--- config.mk ---
export PLATFORM = sky130hd
export DESIGN_NAME = adc_channel_sequencer
export DESIGN_NICKNAME = d
export VERILOG_FILES = /design/src/inc/adc_seq_pkg.sv /design/src/logic/adc_channel_sequencer.sv
export SDC_FILE = /design/constraint.sdc
export NUM_CORES = 1
export LEC_CHECK = 0
export ABC_AREA = 1
export BUFFER_PORTS_ARGS = -buffer_cell sky130_fd_sc_hd__buf_2
export CAP_MARGIN = 20
export CORE_MARGIN = 2
export CORE_UTILIZATION = 60
export DETAILED_ROUTE_END_ITERATION = 8
export GPL_TIMING_DRIVEN = 1
export PLACE_DENSITY = 0.8
export SYNTH_ARGS = -nofsm -noshare
export SYNTH_HDL_FRONTEND = slang
export SYNTH_SLANG_ARGS = --single-unit
--- constraint.sdc ---
create_clock -name core_clk -period 7.2 [get_ports core_clk]
set_clock_uncertainty 0.1 [all_clocks]
set_input_delay 0.36 -clock core_clk [delete_from_list [all_inputs] [get_ports core_clk]]
set_output_delay 0.36 -clock core_clk [all_outputs]
set_load 0.01 [all_outputs]
--- src/inc/adc_seq_pkg.sv ---
// constants and types of the adc channel sequencer
// How it works
// - mux advances when a conversion phase ends
// - standard mode converts each enabled channel once
// - standard sequence holds one to nine entries
// - standard mode uses first channel oversampling ratio
// - advanced mode uses slot count plus one slots
// - advanced length capped at implemented slot registers
// - command mode has no device length limit
// - sensor cannot be placed in a slot
// - sensor include bit adds one sensor conversion
// - standard sequencer selected after reset
// - standard mode and sensor share first config; others own
package adc_seq_pkg;

    // register byte offsets
    localparam logic [7:0] OFS_CTRL   = 8'h00;
    localparam logic [7:0] OFS_MASK   = 8'h04;
    localparam logic [7:0] OFS_TEMP   = 8'h08;
    localparam logic [7:0] OFS_STATUS = 8'h0c;
    // channel configs at 0x20..0x3c, slots at 0x40..0x7c
    localparam logic [2:0] CFG_HI     = 3'h1;
    localparam logic [1:0] SLOT_HI    = 2'h1;
    localparam logic [1:0] ALIGN      = 2'h0;

    // field layout
    localparam int CTRL_SEL_BIT   = 7;
    localparam int CNT_W          = 4;
    localparam int N_INPUTS       = 8;
    localparam int IN_W           = 3;
    localparam int CH_W           = 4;
    localparam int OSR_W          = 2;
    localparam int OSR_CNT_W      = 6;
    localparam int STAT_POS_LSB   = 4;
    localparam int STAT_MODE_LSB  = 8;
    localparam int STAT_PHASE_BIT = 11;
    localparam int MODE_W         = 3;

    // reset values
    localparam logic             CTRL_SEL_RST = 1'b1;
    localparam logic [CNT_W-1:0] CNT_RST      = 4'h0;
    localparam logic [7:0]       MASK_RST     = 8'h01;
    localparam logic             TEMP_RST     = 1'b0;
    localparam logic [OSR_W-1:0] OSR_RST      = 2'h0;
    localparam logic [IN_W-1:0]  SLOT_RST     = 3'h0;

    // channel codes: inputs 0..7, sensor 8
    localparam logic [CH_W-1:0]  CH_TEMP      = 4'h8;
    localparam logic [OSR_W-1:0] OSR_ONE      = 2'h0;

    typedef enum logic [MODE_W-1:0] {
        MODE_STD = 3'b001,
        MODE_ADV = 3'b010,
        MODE_CMD = 3'b100
    } seq_mode_t;

endpackage

--- src/logic/adc_channel_sequencer.sv ---
// channel sequencer with avalon-mm register slave
module adc_channel_sequencer #(
    parameter int NUM_SLOTS = 16
) (
    // clock and reset
    input  wire logic        core_clk,
    input  wire logic        reset_n,
    // avalon-mm slave
    input  wire logic [7:0]  avs_address,
    input  wire logic        avs_read,
    input  wire logic        avs_write,
    input  wire logic [31:0] avs_writedata,
    input  wire logic [3:0]  avs_byteenable,
    output logic      [31:0] avs_readdata,
    output logic             avs_waitrequest,
    // converter core
    input  wire logic        conversion_done,
    output logic      [3:0]  mux_select,
    output logic      [2:0]  config_select,
    output logic             result_done,
    output logic             seq_wrap,
    // host per-frame channel choice
    input  wire logic [3:0]  next_channel,
    input  wire logic        next_channel_valid
);

    localparam logic [3:0] SLOT_MAX = 4'(NUM_SLOTS - 1);

    // next enabled entry after cur, wrapping over nine entries
    function automatic logic [3:0] std_next(
        input logic [8:0] m,
        input logic [3:0] cur
    );
        logic [3:0] r;
        logic       f;
        int         k;
        r = cur;
        f = 1'b0;
        for (int i = 1; i <= 9; i++) begin
            k = (int'(cur) + i) % 9;
            if (!f && m[k]) begin
                r = 4'(k);
                f = 1'b1;
            end
        end
        return r;
    endfunction

    // bus state
    logic        wait_reg;
    logic [31:0] rdata_reg;
    logic [31:0] rdata_next;

    // software registers
    logic                            sel_std_reg;
    logic [adc_seq_pkg::CNT_W-1:0]   slot_cnt_reg;
    logic [7:0]                      mask_reg;
    logic                            temp_en_reg;
    logic [adc_seq_pkg::OSR_W-1:0]   cfg_reg  [adc_seq_pkg::N_INPUTS];
    logic [adc_seq_pkg::IN_W-1:0]    slot_reg [NUM_SLOTS];

    // sequencer state
    logic [3:0]                        pos_reg;
    logic [3:0]                        pos_next;
    logic                              phase_reg;
    logic                              phase_next;
    logic                              wrap_next;
    logic [3:0]                        mux_reg;
    logic [3:0]                        mux_next;
    logic [2:0]                        cfg_sel_reg;
    logic [adc_seq_pkg::OSR_CNT_W-1:0] osr_cnt_reg;
    logic                              result_reg;
    logic                              wrap_reg;
    logic                              restart_reg;
    logic [3:0]                        cmd_chan_reg;
    logic                              cmd_pend_reg;

    // decode
    wire       req       = avs_read | avs_write;
    wire       accept    = req & wait_reg;
    wire       aligned   = avs_address[1:0] == adc_seq_pkg::ALIGN;
    wire       sel_ctrl  = avs_address == adc_seq_pkg::OFS_CTRL;
    wire       sel_mask  = avs_address == adc_seq_pkg::OFS_MASK;
    wire       sel_temp  = avs_address == adc_seq_pkg::OFS_TEMP;
    wire       sel_stat  = avs_address == adc_seq_pkg::OFS_STATUS;
    wire [2:0] cfg_idx   = avs_address[4:2];
    wire [3:0] slot_idx  = avs_address[5:2];
    wire       sel_cfg   = aligned & (avs_address[7:5] == adc_seq_pkg::CFG_HI);
    wire       sel_slot  = aligned & (avs_address[7:6] == adc_seq_pkg::SLOT_HI)
                           & (slot_idx <= SLOT_MAX);
    // a write lands on the edge where waitrequest is seen low
    wire       wr_go     = avs_write & ~wait_reg & avs_byteenable[0];
    // changing mode or channel set starts the pass over
    wire       restart   = wr_go & (sel_ctrl | sel_mask | sel_temp);

    // mode decode; command mode needs a zero slot count
    adc_seq_pkg::seq_mode_t mode;
    assign mode = sel_std_reg ? adc_seq_pkg::MODE_STD :
                  (slot_cnt_reg != adc_seq_pkg::CNT_RST) ?
                  adc_seq_pkg::MODE_ADV : adc_seq_pkg::MODE_CMD;

    wire is_std = mode == adc_seq_pkg::MODE_STD;
    wire is_adv = mode == adc_seq_pkg::MODE_ADV;
    wire is_cmd = mode == adc_seq_pkg::MODE_CMD;

    // sensor is the ninth entry of the standard set
    wire [8:0] mask9 = {temp_en_reg, mask_reg};
    wire [3:0] std_nxt   = std_next(mask9, pos_reg);
    wire [3:0] std_first = std_next(mask9, adc_seq_pkg::CH_TEMP);

    // counts above the implemented slots are clamped
    wire [3:0] slot_eff = (slot_cnt_reg > SLOT_MAX) ? SLOT_MAX
                                                     : slot_cnt_reg;
    wire       adv_last = pos_reg == slot_eff;

    // oversampling: shared field in standard mode, own otherwise, sensor fixed at one
    wire [adc_seq_pkg::OSR_W-1:0] osr_sel =
        is_std ? cfg_reg[0] :
        (mux_reg == adc_seq_pkg::CH_TEMP) ? adc_seq_pkg::OSR_ONE :
        cfg_reg[mux_reg[2:0]];
    wire [6:0] ratio_hot = 7'h01 << {osr_sel, 1'b0};
    wire [adc_seq_pkg::OSR_CNT_W-1:0] ratio_m1 =
        adc_seq_pkg::OSR_CNT_W'(ratio_hot - 7'h01);
    wire step = conversion_done & (osr_cnt_reg == ratio_m1);

    // bus handshake: one wait cycle per request
    always_ff @(posedge core_clk or negedge reset_n) begin
        if (!reset_n) begin
            wait_reg  <= 1'b1;
            rdata_reg <= 32'h0;
        end else begin
            wait_reg  <= ~accept;
            if (accept && avs_read) begin
                rdata_reg <= rdata_next;
            end
        end
    end

    // read mux; unmapped addresses read zero
    always_comb begin
        rdata_next = 32'h0;
        if (sel_ctrl) begin
            rdata_next[adc_seq_pkg::CTRL_SEL_BIT] = sel_std_reg;
            rdata_next[adc_seq_pkg::CNT_W-1:0]    = slot_cnt_reg;
        end else if (sel_mask) begin
            rdata_next[7:0] = mask_reg;
        end else if (sel_temp) begin
            rdata_next[0] = temp_en_reg;
        end else if (sel_stat) begin
            rdata_next[adc_seq_pkg::CH_W-1:0] = mux_reg;
            rdata_next[adc_seq_pkg::STAT_POS_LSB +: adc_seq_pkg::CNT_W] =
                pos_reg;
            rdata_next[adc_seq_pkg::STAT_MODE_LSB +: adc_seq_pkg::MODE_W] =
                mode;
            rdata_next[adc_seq_pkg::STAT_PHASE_BIT] = phase_reg;
        end else if (sel_cfg) begin
            rdata_next[adc_seq_pkg::OSR_W-1:0] = cfg_reg[cfg_idx];
        end else if (sel_slot) begin
            rdata_next[adc_seq_pkg::IN_W-1:0] = slot_reg[slot_idx];
        end
    end

    // register writes; writes to unmapped addresses are dropped
    always_ff @(posedge core_clk or negedge reset_n) begin
        if (!reset_n) begin
            sel_std_reg  <= adc_seq_pkg::CTRL_SEL_RST;
            slot_cnt_reg <= adc_seq_pkg::CNT_RST;
            mask_reg     <= adc_seq_pkg::MASK_RST;
            temp_en_reg  <= adc_seq_pkg::TEMP_RST;
            for (int i = 0; i < adc_seq_pkg::N_INPUTS; i++) begin
                cfg_reg[i] <= adc_seq_pkg::OSR_RST;
            end
            for (int i = 0; i < NUM_SLOTS; i++) begin
                slot_reg[i] <= adc_seq_pkg::SLOT_RST;
            end
        end else if (wr_go) begin
            if (sel_ctrl) begin
                sel_std_reg  <= avs_writedata[adc_seq_pkg::CTRL_SEL_BIT];
                slot_cnt_reg <= avs_writedata[adc_seq_pkg::CNT_W-1:0];
            end
            if (sel_mask) begin
                mask_reg <= avs_writedata[7:0];
            end
            if (sel_temp) begin
                temp_en_reg <= avs_writedata[0];
            end
            if (sel_cfg) begin
                cfg_reg[cfg_idx] <= avs_writedata[adc_seq_pkg::OSR_W-1:0];
            end
            // slot holds three bits: no code reaches the sensor
            if (sel_slot) begin
                slot_reg[slot_idx] <= avs_writedata[adc_seq_pkg::IN_W-1:0];
            end
        end
    end

    // position walk of the active sequence
    always_comb begin
        pos_next   = pos_reg;
        phase_next = phase_reg;
        wrap_next  = 1'b0;
        if (restart_reg) begin
            pos_next   = is_std ? std_first : 4'h0;
            phase_next = 1'b0;
        end else if (step) begin
            case (mode)
                adc_seq_pkg::MODE_STD: begin
                    pos_next  = std_nxt;
                    wrap_next = std_nxt <= pos_reg;
                end
                adc_seq_pkg::MODE_ADV: begin
                    if (phase_reg) begin
                        pos_next   = 4'h0;
                        phase_next = 1'b0;
                        wrap_next  = 1'b1;
                    end else if (adv_last && temp_en_reg) begin
                        phase_next = 1'b1;
                    end else if (adv_last) begin
                        pos_next  = 4'h0;
                        wrap_next = 1'b1;
                    end else begin
                        pos_next = pos_reg + 4'h1;
                    end
                end
                default: begin
                end
            endcase
        end
    end

    // mux follows the walk; command mode takes the host's pick
    always_comb begin
        mux_next = mux_reg;
        if (is_std) begin
            mux_next = pos_next;
        end else if (is_adv && (step || restart_reg)) begin
            // slot writes never move a live mux
            mux_next = phase_next ? adc_seq_pkg::CH_TEMP
                                  : {1'b0, slot_reg[pos_next]};
        end else if (step && cmd_pend_reg) begin
            mux_next = cmd_chan_reg;
        end
    end

    // per-channel config in other modes, config 0 in standard and for the sensor
    wire [2:0] cfg_sel_next =
        (is_std || mux_next == adc_seq_pkg::CH_TEMP) ? 3'h0
                                                     : mux_next[2:0];

    // the mux only moves at a conversion end or a restart
    always_ff @(posedge core_clk or negedge reset_n) begin
        if (!reset_n) begin
            pos_reg     <= 4'h0;
            phase_reg   <= 1'b0;
            mux_reg     <= 4'h0;
            cfg_sel_reg <= 3'h0;
            osr_cnt_reg <= '0;
            result_reg  <= 1'b0;
            wrap_reg    <= 1'b0;
            restart_reg <= 1'b0;
        end else begin
            restart_reg <= restart;
            pos_reg     <= pos_next;
            phase_reg   <= phase_next;
            mux_reg     <= mux_next;
            cfg_sel_reg <= cfg_sel_next;
            // a conversion in the restart cycle counts nothing
            result_reg  <= step & ~restart_reg;
            wrap_reg    <= wrap_next;
            if (step || restart_reg) begin
                osr_cnt_reg <= '0;
            end else if (conversion_done) begin
                osr_cnt_reg <= osr_cnt_reg
                               + adc_seq_pkg::OSR_CNT_W'(1);
            end
        end
    end

    // host pick: a new pick in the consuming cycle wins
    wire pick_ok = next_channel_valid
                   && (next_channel <= adc_seq_pkg::CH_TEMP);
    always_ff @(posedge core_clk or negedge reset_n) begin
        if (!reset_n) begin
            cmd_chan_reg <= 4'h0;
            cmd_pend_reg <= 1'b0;
        end else if (pick_ok) begin
            cmd_chan_reg <= next_channel;
            cmd_pend_reg <= 1'b1;
        end else if (is_cmd && step) begin
            cmd_pend_reg <= 1'b0;
        end
    end

    assign avs_readdata    = rdata_reg;
    assign avs_waitrequest = wait_reg;
    assign mux_select      = mux_reg;
    assign config_select   = cfg_sel_reg;
    assign result_done     = result_reg;
    assign seq_wrap        = wrap_reg;
endmodule

==> impl_metrics.py <==
metrics = {
    "cells_and_area": {
        "multi_input_area_um2": 6560,
        "final_area_um2": 11400,
        "fill_cells": 1600,
        "drive_gt1_frac": 0.0940,
        "antenna_cells": 0,
        "instances_no_fill": 1852,
        "syn_to_final_growth_pct": 8.82,
        "regArea_um2": 2930,
        "largest_register_ffs": 48,
        "final_nets": 1729,
    },
    "job": {
        "cap_viol_max_count": 0,
    },
    "die": {
        "core_um2": 17200,
        "die_area_um2": 18500,
        "initial_core_util": 0.608,
        "die_height_um": 136,
        "die_w_um": 136,
        "rows": 48,
        "pin_count": 96,
    },
    "grt": {
        "grt_max_degree": 60,
        "globalRouteTotalUtil": 0.344,
        "first_global_vias": 10200,
        "overflow": 0,
        "antenna_found_initial": 0,
        "grt_pass1_wl_mm": 50.3,
    },
    "timing": {
        "hold_viol": 0,
        "finalSetupViolCount": 0,
        "worstMarginPinSlew_ns": 1.13,
        "finalCriticalPeriod_ns": 6.36,
        "setup_ws_ns": 0.843,
        "slew_headroom": 0.243,
        "rsz0062_at_grt": "no",
        "min_period_over_period": 0.883,
        "fin_tns_setup_ns": 0,
        "slew_violations": 0,
        "clock.fmax_mhz": 157,
    },
    "yosys": {
        "ys_async_sr_fraction": 1.00,
        "synth_edf_count": 0,
        "synth_commonest_cells": "nand2_1, nand3_1, inv_1",
        "yosysWarnings": 0,
        "synthCells": 1580,
        "syn-cell-area_um2": 10400,
        "synth_top_area_frac": 0.273,
        "synth_cell_types": 55,
        "syn_area_per_cell_um2": 6.61,
        "synthTopCellsByArea": "dfrtp_1, nand2_1, nand3_1",
        "yosysSeqAreaShare": 0.281,
        "synth_ff_type": "dfrtp_1",
        "ys_seq_elements": 117,
        "synth_top_area_cell": "dfrtp_1",
        "yosysMostFrequentCell": "nand2_1",
    },
    "clocking": {
        "clk_latency_ns": 0.42,
        "postCtsResizedCells": 0,
        "cts_tree": "built",
        "clk_pin_slew_ns": 0.05,
        "cts_buffers": 17,
        "cts_buffer_depth": 2,
        "cts_setup_buffers": 0,
        "cts_max_level": 4,
        "cts-root-buf": "clkbuf_16",
        "cts.sinks": 117,
        "cts_hold_buf": 1,
    },
    "critical_path": {
        "critPathRequiredTime_ns": 7.41,
        "path_delay_family": "compound AO/OA/AOI/OAI gates",
        "cp.arrival_ns": 6.57,
        "cp_max_fo": 26,
        "endpoint_kind": "register",
        "cp.depth": 32,
        "ff2ff_path_depth": 32,
        "start_kind": "register",
        "path_class": "reg -> reg",
        "crit_path_max_incr_delay_ns": 0.65,
        "cp_slowest_cell": "dfrtp_1",
        "crit_top_cell": "nand2_1",
        "path_buf_inv": 4,
    },
    "placed_design": {
        "placed_cell_area_um2": 10700,
        "dp.final_hpwl_mm": 22.2,
        "dp_slack_ns": 1.00,
        "port_buffers": 48,
        "gp_congestion": 1.01,
        "post-place-cells": 1820,
    },
    "routing": {
        "totalWireLength_mm": 31.0,
        "topRoutingLayerUsed": "met4",
        "route.met2.wl_mm": 14.8,
        "met1Wirelength_mm": 12.1,
        "wl_met3_mm": 2.43,
        "drt_iter0_drc": 1184,
        "drt_drc_violations_left": 0,
        "wl_per_cell_um": 16.7,
        "vias": 11100,
        "viasPerCell": 5.98,
        "dr.pass1.iters": 7,
        "ant_nets": 0,
    },
    "worst_hold_path": {
        "hold_class": "in -> reg",
        "hold_depth": 2,
    },
    "run_status": {
        "status": "complete, no violations",
    },
}
## area by class of cell
cell class	count	share of cell area
Tap cell	225	0.0248
Multi-Input combinational cell	1244	0.577
Inverter	178	0.0588
Clock inverter	12	0.0137
Sequential cell	117	0.258
Clock buffer	19	0.0399
Timing Repair Buffer	57	0.0275
## cells in the final DEF, fill, tap and decap left out, types with 21 or more instances in the layout
cell type  netlist  final
inv_1          159    159
nor2_1          85     85
ha_1            60     60
dfrtp_1        114    114
nand2_2         21     21
nand3_1        214    214
buf_2            9     47
o21ai_0        139    139
a21oi_1         65     65
nand2_1        440    440
a22oi_1         28     28
xor2_1          30     30
## cells by family (layout without fill, tap and decap cells)
logic type / count (synthesis) / in the layout / synth area share
other: 1 / 20 / 0.000359
buffers and inverters: 238 / 266 / 0.0978
muxes: 4 / 4 / 0.00431
adders and majority gates: 60 / 60 / 0.0719
and+or+nand+nor: 818 / 818 / 0.344
DFF: 117 / 117 / 0.281
AOI/OAI and AO/OA: 306 / 306 / 0.169
xor gates and xnor gates: 36 / 36 / 0.0316
## final timing paths
path / start / end / slack (ns)
setup reg to reg: pos_reg[3] / config_select[0] / 0.84
min in group asynchronous: reset_n / slot_reg[35] / 0.45
max in group asynchronous: reset_n / avs_readdata[3] / 5.30
hold / removal: avs_read / avs_waitrequest / 0.01
hold reg to reg: avs_readdata[2] / avs_readdata[2] / 0.38
setup / recovery: pos_reg[3] / config_select[0] / 0.84
## worst reg2reg max path, delay by kind of cell (launching register included)
kind / cells / cell delay (ns)
compound gates: 8 / 2.14
simple gates: 17 / 2.16
fa+ha+maj: 2 / 0.68
flops: 1 / 0.65
buf+inv: 4 / 0.28
xor+xnor: 1 / 0.27
## stage by stage
| stage | util | hold WS (ns) |
|---|---|---|
| floorplan | - | -0.0356 |
| global placement | 0.626 | 0.352 |
| detailed placement | 0.626 | 0.365 |
| CTS | 0.662 | 0.00943 |
| global route | 0.662 | 0.00634 |
| finish | 0.662 | 0.0106 |
## per-layer routing
layer | track usage | vias to the layer above
met5 | 0 | -
met4 | 0.194 | 0
met3 | 0.0563 | 116
met2 | 0.574 | 563
met1 | 0.424 | 5089
li1 | - | 5311
Power is left out: the tool's default activity adds up to more than one toggle a clock period on the data nets, which glitch-free logic cannot reach.
